===== src/logic/l2pf_defs.vh =====
// constants for the level-2 prefetch and double linefill block
`ifndef L2PF_DEFS_VH
`define L2PF_DEFS_VH

// register offsets (byte addresses)
`define L2PF_OFS_PF_CTRL 8'h00
`define L2PF_OFS_CFG 8'h04
`define L2PF_OFS_STATUS 8'h08
`define L2PF_OFS_PF_COUNT 8'h0C

// prefetch control register fields
`define L2PF_BIT_DBL_EN 30
`define L2PF_BIT_PF_EN_I 29
`define L2PF_BIT_PF_EN_D 28
`define L2PF_BIT_WRAP_DIS 27
`define L2PF_BIT_INCR_DBL 23
`define L2PF_OFF_MSB 4
`define L2PF_OFF_LSB 0
`define L2PF_PF_CTRL_MASK 32'h7880001F

// configuration register fields
`define L2PF_BIT_EXCL 0

// reset values
`define L2PF_PF_CTRL_RST 32'h00000000
`define L2PF_CFG_RST 1'b0

// bus encodings
`define L2PF_BURST_INCR 2'h1
`define L2PF_BURST_WRAP 2'h2
`define L2PF_LEN_ONE_LINE 4'h3
`define L2PF_LEN_TWO_LINES 4'h7
`define L2PF_SIZE_64BIT 3'h3

// geometry
`define L2PF_LINE_BYTES 32'h00000020
`define L2PF_BEAT_BYTES 6'h08

`endif


===== src/logic/l2pf_prefetch_linefill.v =====
// prefetch and linefill shaping logic of a level-2 cache controller
//
// Decided for this implementation: the register addresses and strobed register access.
`timescale 1ns/1ns
`include "l2pf_defs.vh"
// Summary of operation
// - prefetch engine on when bit 29 or 28
// - each cacheable read looks up a later line
// - prefetch offset is control bits 4 to 0
// - target is line plus one plus offset
// - no prefetch across a 4KB boundary
// - default miss fills one line, WRAP len 3
// - double linefill: eight beats, len 7, two lines
// - second line looked up; hit data is discarded
// - bits 27 and 23 only count with bit 30
// - double off: original address, single WRAP fill
// - wrap disable: misaligned read stays single line
// - wrap disable clear: misaligned read realigned, two lines
// - INCR option: upper line goes INCR from line start
// - INCR clear: aligned read is WRAP len 7
// - no double fill for prefetch when exclusive
// - no double fill with second line past 4KB
// - double fill only for WRAP4/INCR4 64-bit reads
// - wrap-read-disable bit resets to zero
module l2pf_prefetch_linefill #(
  parameter ADDR_W = 32,
  parameter DATA_W = 64
) (
  input wire clk_sys,
  input wire arst_n,
  input wire [7:0] reg_addr,
  input wire [31:0] reg_wdata,
  input wire reg_wr,
  input wire reg_rd,
  output reg [31:0] reg_rdata,
  input wire sp_valid,
  input wire sp_cacheable,
  input wire [ADDR_W-1:0] sp_addr,
  input wire miss_valid,
  output wire miss_ready,
  input wire [ADDR_W-1:0] miss_addr,
  input wire [1:0] miss_burst,
  input wire [3:0] miss_len,
  input wire [2:0] miss_size,
  output wire lookup_valid,
  output wire [ADDR_W-1:0] lookup_addr,
  input wire lookup_done,
  input wire lookup_hit,
  output wire ar_valid,
  input wire ar_ready,
  output reg [ADDR_W-1:0] ar_addr,
  output reg [3:0] ar_len,
  output reg [1:0] ar_burst,
  output wire [2:0] ar_size,
  input wire r_valid,
  output wire r_ready,
  input wire [DATA_W-1:0] r_data,
  input wire r_last,
  output reg fill_valid,
  output reg [ADDR_W-1:0] fill_addr,
  output reg [DATA_W-1:0] fill_data,
  output reg fill_alloc,
  output reg fill_prefetch,
  output reg fill_last
);

  localparam ST_IDLE = 3'd0;
  localparam ST_PF_LOOK = 3'd1;
  localparam ST_ISSUE = 3'd2;
  localparam ST_DATA = 3'd3;

  reg [2:0] state_q, state_d;
  reg [31:0] pf_ctrl_q;
  reg excl_q;
  reg [15:0] pf_count_q;
  reg pf_pend_q;
  reg [ADDR_W-1:0] pf_addr_q;
  reg pf_fill_q;
  reg dbl_q;
  reg [ADDR_W-1:0] first_line_q;
  reg [ADDR_W-1:0] beat_addr_q;
  reg [5:0] wrap_mask_q;
  reg sec_pend_q;
  reg sec_keep_q;
  reg [ADDR_W-1:0] look_addr_q;

  wire pf_en = pf_ctrl_q[`L2PF_BIT_PF_EN_I] | pf_ctrl_q[`L2PF_BIT_PF_EN_D];
  wire [4:0] pf_off = pf_ctrl_q[`L2PF_OFF_MSB:`L2PF_OFF_LSB];
  wire dbl_en = pf_ctrl_q[`L2PF_BIT_DBL_EN];
  wire wrap_dis = dbl_en & pf_ctrl_q[`L2PF_BIT_WRAP_DIS];
  wire incr_dbl = dbl_en & pf_ctrl_q[`L2PF_BIT_INCR_DBL];

  // prefetch target: next line plus offset, in 32-byte lines
  wire [ADDR_W-6:0] pf_line = sp_addr[ADDR_W-1:5] + {{(ADDR_W-10){1'b0}}, pf_off} + 1'b1;
  wire [ADDR_W-1:0] pf_tgt = {pf_line, 5'h00};
  wire pf_cross = pf_tgt[ADDR_W-1:12] != sp_addr[ADDR_W-1:12];

  // the engine holds one pending prefetch; a newer read replaces an unlaunched one
  always @(posedge clk_sys or negedge arst_n)
  begin
    if (!arst_n)
    begin
      pf_pend_q <= 1'b0;
      pf_addr_q <= {ADDR_W{1'b0}};
    end
    else if (sp_valid && sp_cacheable && pf_en && !pf_cross)
    begin
      pf_pend_q <= 1'b1;
      pf_addr_q <= pf_tgt;
    end
    else if (state_q == ST_PF_LOOK && lookup_done)
    begin
      pf_pend_q <= 1'b0;
    end
  end

  // linefill shaping for the request about to be issued
  wire take_miss = (state_q == ST_IDLE) && miss_valid;
  wire take_pf = (state_q == ST_PF_LOOK) && lookup_done && !lookup_hit;
  wire [ADDR_W-1:0] req_addr = take_miss ? miss_addr : look_addr_q;
  wire req_is_pf = !take_miss;

  // only four-beat 64-bit wrap or incr demand reads may widen; prefetches always qualify
  reg req_shape_ok;
  always @*
  begin
    req_shape_ok = 1'b1;
    if (take_miss)
    begin
      req_shape_ok = 1'b0;
      if (miss_burst == `L2PF_BURST_WRAP || miss_burst == `L2PF_BURST_INCR)
      begin
        if (miss_len == `L2PF_LEN_ONE_LINE && miss_size == `L2PF_SIZE_64BIT)
          req_shape_ok = 1'b1;
      end
    end
  end

  wire req_excl_block = req_is_pf && excl_q;
  wire req_misaligned = req_addr[4:0] != 5'h00;
  wire req_upper = req_addr[5];
  wire [ADDR_W-1:0] req_line = {req_addr[ADDR_W-1:5], 5'h00};
  wire [ADDR_W-1:0] incr_second = req_line + `L2PF_LINE_BYTES;
  wire incr_cross = incr_second[ADDR_W-1:12] != req_addr[ADDR_W-1:12];

  // incr option: aligned upper-line read, or any upper-line read with wrap disable clear
  reg use_incr;
  always @*
  begin
    use_incr = 1'b0;
    if (incr_dbl && req_upper)
    begin
      if (!req_misaligned)
        use_incr = 1'b1;
      else if (!wrap_dis)
        use_incr = 1'b1;
    end
  end

  reg sh_dbl;
  reg [ADDR_W-1:0] sh_addr;
  reg [1:0] sh_burst;
  reg [3:0] sh_len;

  always @*
  begin
    sh_dbl = 1'b0;
    sh_addr = req_addr;
    sh_burst = `L2PF_BURST_WRAP;
    sh_len = `L2PF_LEN_ONE_LINE;
    if (dbl_en && req_shape_ok && !req_excl_block && !(req_misaligned && wrap_dis))
    begin
      if (use_incr)
      begin
        // a crossing incr fill falls back to one line at the original address
        if (!incr_cross)
        begin
          sh_dbl = 1'b1;
          sh_addr = req_line;
          sh_burst = `L2PF_BURST_INCR;
          sh_len = `L2PF_LEN_TWO_LINES;
        end
      end
      else
      begin
        // wrap inside an aligned 64-byte region can never cross 4KB
        sh_dbl = 1'b1;
        sh_addr = req_line;
        sh_burst = `L2PF_BURST_WRAP;
        sh_len = `L2PF_LEN_TWO_LINES;
      end
    end
  end

  // beat wrap boundary: 64 bytes for double fills, 32 bytes for one line
  wire [5:0] req_wrap_mask = sh_dbl ? 6'h3F : 6'h1F;

  // main sequence
  always @*
  begin
    state_d = state_q;
    case (state_q)
      ST_IDLE:
      begin
        // demand misses win over a pending prefetch
        if (miss_valid)
          state_d = ST_ISSUE;
        else if (pf_pend_q)
          state_d = ST_PF_LOOK;
      end
      ST_PF_LOOK:
      begin
        if (lookup_done)
          state_d = lookup_hit ? ST_IDLE : ST_ISSUE;
      end
      ST_ISSUE:
      begin
        // one fill in flight keeps the second-line bookkeeping to one set
        if (ar_ready)
          state_d = ST_DATA;
      end
      ST_DATA:
      begin
        if (r_valid && r_ready && r_last)
          state_d = ST_IDLE;
      end
      default:
        state_d = ST_IDLE;
    endcase
  end

  assign miss_ready = (state_q == ST_IDLE);
  assign ar_valid = (state_q == ST_ISSUE);
  assign ar_size = `L2PF_SIZE_64BIT;

  // second-line lookup shares the tag port with the prefetch lookup
  wire [ADDR_W-1:0] sec_line = {first_line_q[ADDR_W-1:6], ~first_line_q[5], 5'h00};
  wire [ADDR_W-1:0] sec_incr = first_line_q + `L2PF_LINE_BYTES;
  wire [ADDR_W-1:0] sec_addr = (ar_burst == `L2PF_BURST_INCR) ? sec_incr : sec_line;
  wire sec_look = (state_q == ST_DATA) && sec_pend_q;
  assign lookup_valid = (state_q == ST_PF_LOOK) || sec_look;
  assign lookup_addr = sec_look ? sec_addr : look_addr_q;

  // beat line membership; second-line beats stall until their lookup answers
  // stalling instead of buffering keeps the allocate decision per beat
  wire beat_second = beat_addr_q[ADDR_W-1:5] != first_line_q[ADDR_W-1:5];
  assign r_ready = (state_q == ST_DATA) && !(dbl_q && beat_second && sec_pend_q);
  wire beat_take = r_valid && r_ready;
  wire [5:0] beat_low = beat_addr_q[5:0] + `L2PF_BEAT_BYTES;
  wire [5:0] beat_next = (beat_addr_q[5:0] & ~wrap_mask_q) | (beat_low & wrap_mask_q);

  always @(posedge clk_sys or negedge arst_n)
  begin
    if (!arst_n)
    begin
      state_q <= ST_IDLE;
      ar_addr <= {ADDR_W{1'b0}};
      ar_len <= 4'h0;
      ar_burst <= 2'h0;
      pf_fill_q <= 1'b0;
      dbl_q <= 1'b0;
      first_line_q <= {ADDR_W{1'b0}};
      beat_addr_q <= {ADDR_W{1'b0}};
      wrap_mask_q <= 6'h00;
      sec_pend_q <= 1'b0;
      sec_keep_q <= 1'b0;
      look_addr_q <= {ADDR_W{1'b0}};
    end
    else
    begin
      state_q <= state_d;
      if (take_miss || take_pf)
      begin
        ar_addr <= sh_addr;
        ar_len <= sh_len;
        ar_burst <= sh_burst;
        pf_fill_q <= req_is_pf;
        dbl_q <= sh_dbl;
        first_line_q <= {sh_addr[ADDR_W-1:5], 5'h00};
        beat_addr_q <= {sh_addr[ADDR_W-1:3], 3'h0};
        wrap_mask_q <= req_wrap_mask;
        sec_pend_q <= sh_dbl;
        sec_keep_q <= 1'b0;
      end
      // freeze the lookup address so a newer read cannot move it mid-lookup
      if (state_q == ST_IDLE && !miss_valid && pf_pend_q)
        look_addr_q <= pf_addr_q;
      if (sec_look && lookup_done)
      begin
        sec_pend_q <= 1'b0;
        sec_keep_q <= !lookup_hit;
      end
      if (beat_take)
      begin
        // incr bursts carry into bit 6; wrap bursts stay inside their region
        if (ar_burst == `L2PF_BURST_INCR)
          beat_addr_q <= beat_addr_q + {{(ADDR_W-6){1'b0}}, `L2PF_BEAT_BYTES};
        else
          beat_addr_q <= {beat_addr_q[ADDR_W-1:6], beat_next};
      end
    end
  end

  // launched prefetch fills, wraps silently at 16 bits
  always @(posedge clk_sys or negedge arst_n)
  begin
    if (!arst_n)
      pf_count_q <= 16'h0000;
    else if (take_pf)
      pf_count_q <= pf_count_q + 16'h0001;
  end

  // allocation port, one beat per cycle
  always @(posedge clk_sys or negedge arst_n)
  begin
    if (!arst_n)
    begin
      fill_valid <= 1'b0;
      fill_addr <= {ADDR_W{1'b0}};
      fill_data <= {DATA_W{1'b0}};
      fill_alloc <= 1'b0;
      fill_prefetch <= 1'b0;
      fill_last <= 1'b0;
    end
    else
    begin
      fill_valid <= beat_take;
      if (beat_take)
      begin
        fill_addr <= beat_addr_q;
        fill_data <= r_data;
        fill_alloc <= !(dbl_q && beat_second) || sec_keep_q;
        fill_prefetch <= pf_fill_q;
        fill_last <= r_last;
      end
    end
  end

  wire [31:0] status_word = {25'h0000000, sec_keep_q, sec_pend_q, dbl_q, pf_pend_q, state_q};

  // register file
  always @(posedge clk_sys or negedge arst_n)
  begin
    if (!arst_n)
    begin
      pf_ctrl_q <= `L2PF_PF_CTRL_RST;
      excl_q <= `L2PF_CFG_RST;
    end
    else if (reg_wr)
    begin
      if (reg_addr == `L2PF_OFS_PF_CTRL)
        // unimplemented control bits read back as zero
        pf_ctrl_q <= reg_wdata & `L2PF_PF_CTRL_MASK;
      if (reg_addr == `L2PF_OFS_CFG)
        excl_q <= reg_wdata[`L2PF_BIT_EXCL];
    end
  end

  always @(posedge clk_sys or negedge arst_n)
  begin
    if (!arst_n)
      reg_rdata <= 32'h00000000;
    else if (reg_rd)
    begin
      case (reg_addr)
        `L2PF_OFS_PF_CTRL: reg_rdata <= pf_ctrl_q;
        `L2PF_OFS_CFG: reg_rdata <= {31'h00000000, excl_q};
        `L2PF_OFS_STATUS: reg_rdata <= status_word;
        `L2PF_OFS_PF_COUNT: reg_rdata <= {16'h0000, pf_count_q};
        default: reg_rdata <= 32'h00000000;
      endcase
    end
    else
      // read data stands for one cycle only
      reg_rdata <= 32'h00000000;
  end

endmodule


===== config.mk =====
export PLATFORM = sky130hd
export DESIGN_NAME = l2pf_prefetch_linefill
export DESIGN_NICKNAME = d
export VERILOG_FILES = /design/src/logic/l2pf_prefetch_linefill.v
export VERILOG_INCLUDE_DIRS = /design/src /design/src/logic
export SDC_FILE = /design/constraint.sdc
export NUM_CORES = 1
export LEC_CHECK = 0
export BUFFER_PORTS_ARGS = -buffer_cell sky130_fd_sc_hd__buf_2
export CAP_MARGIN = 20
export CELL_PAD_IN_SITES_DETAIL_PLACEMENT = 1
export CELL_PAD_IN_SITES_GLOBAL_PLACEMENT = 2
export CORE_MARGIN = 2
export CORE_UTILIZATION = 28
export CTS_CLUSTER_DIAMETER = 40
export CTS_CLUSTER_SIZE = 30
export DETAILED_ROUTE_END_ITERATION = 7
export PLACE_DENSITY_LB_ADDON = 0.1
export RECOVER_POWER = 25
export SYNTH_ARGS = -nofsm -noshare
export SYNTH_HDL_FRONTEND = slang
export SYNTH_SLANG_ARGS = --single-unit

===== constraint.sdc =====
create_clock -name clk_sys -period 2.75 [get_ports clk_sys]
set_input_delay 0.275 -clock clk_sys [delete_from_list [all_inputs] [get_ports clk_sys]]
set_output_delay 0.275 -clock clk_sys [all_outputs]
set_load 0.02 [all_outputs]

==> results.yml, run 1 <==
route:
  drc: 0
  viasPerCell: 4.608
  finalWirelength_um: 47330
  final_antenna_net_count: 0
  drtIter0Drc: 600
  firstDrtPassIters: 4
  wire_per_inst_um: 18.49
  num_vias: 11790
setup_path:
  path_buf_inv: 3
  path_class: "register to output port"
  worst_setup_path_end_kind: "output port"
  slowest_stage: "dfrtp_1"
  r2r-start: "pf_ctrl_q[0]"
  crit_family: "simple AND/OR/NAND/NOR gates"
  crit_path_max_incr_delay_ps: 390
  required_ps: 2480
  cp-start-kind: "register"
  arrival_ps: 2510
  cp_common_cell: "buf_4"
  cp_max_fo: 3
  worstPathCellList: "and4_2 > nand3_1 > nor2_2 > buf_4 > buf_4 > nand2_1 > xor2_1 > o21ai_0 > buf_2"
  crit_start: "ar_addr[13]"
sta:
  slew_headroom: -0.1184
  fin_worst_skew_ps: 20.09
  slew_violations: 63
  post-route-min-period_ps: 2790
  min_period_over_period: 1.014
  max_freq_ghz: 0.3585
  fin_ws_ps: -39.52
  worst_pin_slew_ps: 1678
  setup_viol: 6
  finalHoldViolCount: 0
  rsz0062_at_grt: "yes"
grt:
  grt_util_met2: 0.2912
  grt_overflow: 0
  top_usage_layer: "met2"
  antenna_found_initial: 0
  grt_pass1_wl_um: 72360
  met3_usage: 0.04182
  globalRouteTotalUtil: 0.1949
  grt_max_degree: 64
  grt_pass1_vias: 12050
  met1_usage: 0.2853
clock_network:
  ctsRootBufferMaster: "clkbuf_16"
  insertion_delay_ps: 590
  numClockSinks: 276
  path_clk_slew_ps: 50
  cts_buffer_depth: 3
  numCtsBuffers: 56
  h-tree-depth: 2
  cts_tree: "yes"
cells_and_area:
  diodes: 0
  drive_above_1_share: 0.3197
  area_growth_pct: 45.96
  final_cell_mix: "nand2_1, buf_2, dfrtp_1"
  layout_commonest_cell: "nand2_1"
  final_cells: 2559
  final_net_count: 2103
  fillers: 5357
  final_util: 0.4109
die:
  die_w_um: 219.7
  io_pins: 398
  floorplan.initialDensity: 0.2815
  die_area_um2: 48250
  row_count: 79
  fp.coreArea_um2: 46260
  die_h_um: 219.7
worst_hold_path:
  hold_start: "miss_addr[29]"
  hold_path.class: "input pin to register"
synth:
  synth_area_um2: 13020
  ys_warn_count: 0
  synth_cells: 1375
  yosysSeqAreaShare: 0.5304
  ys_ff_latch: 276
  synth-edff-count: 0
  syn_area_per_cell_um2: 9.470
  synth_cell_types: 67
  dominantRegCellSynth: "dfrtp_1"
  async_flop_share: 1.000
power:
  vdd_drop_max_v: 0.0004580
  powerDensity_nw_per_um2: 1094
  p_leak_nw: 9.526
place:
  hpwl_um: 34510
  dp_cells: 2324
  gp_congestion: 0.7889
  numPortBuffers: 350
outcome:
  status: "complete, but fails checks"
  violations: "capacitance limit, slew limit, setup timing"
run:
  max-cap-violations: 1
## per-layer routing
layer / vias to the layer above / routed length, um
met4: 0 / 898
met5: - / 0
met1: 5758 / 23270
met3: 55 / 2531
met2: 294 / 20620
li1: 5686 / -
## worst paths after layout
path                                   end  slack [ps]  depth (start not counted)
setup / recovery           lookup_addr[19]         -40                          9
hold / removal                 ar_addr[29]          30                          3
setup reg to reg             pf_addr_q[28]         190                         10
hold reg to reg             pf_count_q[15]         460                          1
max in group asynchronous    pf_addr_q[30]         330                          3
min in group asynchronous    fill_data[20]         670                          2
## repair_timing
action / CTS / global route
buffers inserted: 8 / 3
hold buffers: 120 / 0
pin swaps: 13 / 6
endpoints found under the hold margin: 186 / 0
resized for setup: 30 / 14
endpoints found under the setup margin: 15 / 22
## metrics by stage
| stage | hold slack (ps) | setup TNS [ps] | total power, mW | instance area (um2) | worst slack [ps] |
|---|---|---|---|---|---|
| 5_1_grt | 26.76 | -14570 | 22.15 | 19010 | -176.5 |
| 2_1_floorplan | -20.59 | 0 | 10.61 | 13090 | 192.2 |
| 4_1_cts | 0.2217 | -888.5 | 21.11 | 19000 | -87.67 |
| 6_report | 25.98 | -133.4 | 20.79 | 19010 | -39.52 |
| 3_3_place_gp | 282.7 | 0 | 13.69 | 15760 | 233.4 |
| 3_5_place_dp | 285.6 | 0 | 13.84 | 15760 | 183.2 |
## worst register-to-register path: stages (launching register included)
cell and delay, ps:
dfrtp_1 360, inv_1 70, ha_1 210, fa_1 400, nor2b_1 120, o21ai_0 100
a21boi_0 310, o2111ai_1 140, nand3_1 130, buf_12 220, mux2_2 380
## kinds of logic (layout without fill, tap and decap cells)
kind of cell / after synthesis / after routing / share of synthesized area
AND/OR/NAND/NOR: 649 / 649 / 0.2181
flip-flops: 276 / 276 / 0.5304
AO/OA/AOI/OAI: 173 / 173 / 0.08533
buffers and inverters: 121 / 680 / 0.04516
XOR/XNOR: 73 / 73 / 0.04910
multiplexers: 72 / 72 / 0.06207
adder cells (fa/ha/maj): 9 / 9 / 0.009225
other: 2 / 20 / 0.0005768
## sequential cells by signal (all words and copies together) (netlist names), named ones only
| register | cells |
|---|---|
| beat_addr_q | 30 |
| ar_burst | 2 |
| ar_len | 1 |
| excl_q | 1 |
| fill_valid | 1 |
| fill_addr | 32 |
| ar_addr | 32 |
| pf_fill_q | 1 |
| wrap_mask_q | 1 |
| sec_pend_q | 1 |
| pf_pend_q | 1 |
| state_q | 2 |
| look_addr_q | 27 |
| pf_addr_q | 27 |
| fill_last | 1 |
| fill_data | 64 |
| pf_ctrl_q | 10 |
| fill_prefetch | 1 |
| reg_rdata | 21 |
| sec_keep_q | 1 |
| fill_alloc | 1 |
| pf_count_q | 16 |
## cell type report
cell class	count	area (um2)	share of cell area
sequential	276	6910	0.3636
multi-input combinational	996	5667	0.2982
timing repair buffer	552	3655	0.1923
clock buffer	70	1544	0.08124
tap	607	759.5	0.03996
clock inverter	35	382.9	0.02014
inverter	23	87.58	0.004608
## synth_stat cells (all sizes together), types with 18 or more instances
| library cell | instances | area, um2 |
|---|---|---|
| nand4 | 23 | 143.9 |
| mux2 | 60 | 675.7 |
| o21ai | 55 | 275.3 |
| nand2 | 423 | 1588 |
| xnor2 | 55 | 481.7 |
| inv | 23 | 86.33 |
| clkbuf | 44 | 166.4 |
| a31oi | 21 | 137.6 |
| a21oi | 27 | 138.9 |
| and3 | 27 | 168.9 |
| xor2 | 18 | 157.7 |
| nand3 | 29 | 145.1 |
| nor2 | 68 | 255.2 |
| dfrtp | 276 | 6907 |
| buf | 54 | 335.3 |
## where the power goes
part	switching, mW	internal [mW]	leakage [nW]
registers	1.05	5.37	3.55
logic	4.68	2.83	5.05
clock network	2.39	4.48	0.929
total	8.12	12.7	9.53
Note: power is estimated with default switching activity, not from simulation.
==> run 2, diff against run 1 <==
--- a/config.mk
+++ b/config.mk
@@ -10,7 +10,8 @@
 export CAP_MARGIN = 20
 export CELL_PAD_IN_SITES_DETAIL_PLACEMENT = 1
 export CELL_PAD_IN_SITES_GLOBAL_PLACEMENT = 2
-export CORE_MARGIN = 2
+export CORE_ASPECT_RATIO = 0.6
+export CORE_MARGIN = 3
 export CORE_UTILIZATION = 28
 export CTS_CLUSTER_DIAMETER = 40
 export CTS_CLUSTER_SIZE = 30
==> run 2 against run 1 <==
  * The run now ends clean
  * Fmax rose by 2.6%
  * Die area rose by 2.0%
  * Clock skew fell by 1.9 ps
  * Critical endpoint is now lookup_addr[31]
==> results.yml, run 2 (same netlist as run 1, synthesis figures left out) <==
route:
  drc: 0
  final_antenna_net_count: 0
  drtIter0Drc: 681
  num_vias: 11980
  finalWirelength_um: 51470
  viasPerCell: 4.715
  firstDrtPassIters: 5
  wire_per_inst_um: 20.25
setup_path:
  worst_setup_path_end_kind: "output port"
  required_ps: 2480
  cp_common_cell: "and4_4"
  cp_max_fo: 5
  slowest_stage: "dfrtp_1"
  critPathCapture: "lookup_addr[31]"
  arrival_ps: 2440
  rr_worst_depth: 8
  cp-start-kind: "register"
  crit_start: "ar_addr[12]"
  r2r-end: "beat_addr_q[15]"
  cp_num_cells: 8
  path_class: "register to output port"
  path_buf_inv: 1
  worstPathCellList: "and4_4 > nand3_1 > nor2_2 > and4_4 > nand4_1 > xor2_1 > o21ai_1 > buf_4"
  r2r_slack_ps: 170
  crit_path_max_incr_delay_ps: 410
  r2r-start: "ar_addr[9]"
  crit_family: "simple AND/OR/NAND/NOR gates"
grt:
  grt_pass1_wl_um: 78340
  antenna_found_initial: 4
  grt_pass1_vias: 12290
  globalRouteTotalUtil: 0.2055
  grt_overflow: 0
  grt_max_degree: 93
sta:
  max_freq_ghz: 0.3678
  tns_ps: 0
  worst_hold_slack_ps: 27.03
  rsz0062_at_grt: "yes"
  worst_pin_slew_ps: 1177
  setup_viol: 0
  slew_headroom: 0.2156
  fin_ws_ps: 31.49
  slew_violations: 0
  post-route-min-period_ps: 2719
  min_period_over_period: 0.9885
  finalHoldViolCount: 0
  fin_worst_skew_ps: 18.19
cells_and_area:
  largest_register_ffs: 64
  largestRegisters: "fill_data (64), ar_addr (32), fill_addr (32)"
  area_growth_pct: 41.42
  final_cell_mix: "nand2_1, buf_2, dfrtp_1"
  regMostFlops: "fill_data"
  layout_commonest_cell: "nand2_1"
  drive_above_1_share: 0.3177
  fillers: 5323
  final_net_count: 2088
power:
  p_leak_nw: 9.276
  vdd_drop_max_v: 0.0004213
  powerDensity_nw_per_um2: 1055
die:
  die_w_um: 284.4
  floorplan.initialDensity: 0.2872
  fp.coreArea_um2: 45340
  die_h_um: 173.0
  row_count: 60
  die_area_um2: 49210
  io_pins: 398
place:
  numPortBuffers: 350
  hpwl_um: 38220
  gp_congestion: 0.8577
  dp_slack_ps: 155.1
clock_network:
  insertion_delay_ps: 540
  cts_buffer_depth: 3
  numClockSinks: 276
  ctsRootBufferMaster: "clkbuf_16"
  numCtsBuffers: 39
  h-tree-depth: 2
  path_clk_slew_ps: 60
  cts_tree: "yes"
worst_hold_path:
  hold_path.class: "input pin to register"
  hold_start: "miss_addr[26]"
run:
  max-cap-violations: 0
outcome:
  status: "complete, no violations"
==> run 2: changes by cell type in the layout (fill, tap and decap cells not counted), moves of 3 or more <==
cell	before	now
buf_4	82	101
bufinv_16	5	2
clkbuf_1	5	0
clkbuf_16	56	41
clkbuf_8	9	2
clkinv_2	9	3
dlygate4sd3_1	120	104
o21ai_0	41	44
o21ai_1	13	10
==> run 2: what timing repair did <==
action | in CTS | in global routing
setup buffers | 15 | 2
pin swaps | 8 | 9
gates resized for setup | 21 | 22
hold endpoints to repair | 139 | 0
hold buffers | 104 | 0
setup endpoints to repair | 14 | 26
cloned | 0 | 1
==> run 2: layer usage <==
metal | global-route usage | vias up | share of wire | wire length, um
li1 | - | 5671 | - | -
met1 | 0.3097 | 5967 | 0.50 | 25580
met2 | 0.2979 | 277 | 0.43 | 22030
met3 | 0.04651 | 61 | 0.055 | 2853
met4 | 0.04495 | 4 | 0.019 | 975
met5 | 0 | - | 0.00060 | 31
==> run 2: layout make-up <==
class / count / area (um2) / share of cell area
Tap cell: 620 / 775.7 / 0.04213
Antenna cell: 1 / 2.502 / 0.0001359
Clock inverter: 29 / 300.3 / 0.01631
Inverter: 23 / 88.84 / 0.004824
Sequential cell: 276 / 6913 / 0.3754
Clock buffer: 42 / 1028 / 0.05585
Timing Repair Buffer: 554 / 3637 / 0.1975
Multi-Input combinational cell: 996 / 5669 / 0.3079
==> run 2: how the worst min path moves through the flow <==
stage                                             to  slack, ps  cells after the start
after CTS                                ar_addr[26]          5                      3
after global routing                     ar_addr[20]         20                      3
after floorplan           asynchronous set/reset pin        -20                      0
after global placement                 fill_addr[29]        200                      1
final                                    ar_addr[26]         30                      3
after detailed placement               fill_addr[29]        200                      1
==> run 2: through the flow <==
stage / total power, mW / instances / utilization / area, um2
final: 19.42 / 2541 / 0.4061 / 18420
after CTS: 19.51 / 2537 / 0.4047 / 18350
after detailed placement: 13.97 / 2347 / 0.3492 / 15840
after global placement: 13.83 / 2347 / 0.3492 / 15840
after floorplan: 10.61 / 1393 / - / 13090
after global routing: 20.68 / 2541 / 0.4061 / 18420
==> run 2: power breakdown <==
part	total, mW	internal [mW]	switching [mW]
Clock	5.14	2.99	2.15
Combinational	7.86	2.94	4.91
Sequential	6.43	5.37	1.06
==> run 2: worst register-to-register path: cells and delay by family (launching register included) <==
kind	cells	cell delay (ps)
AO/OA/AOI/OAI	1	150
AND/OR/NAND/NOR	5	1620
buffers and inverters	1	150
XOR/XNOR	1	220
flip-flops	1	370
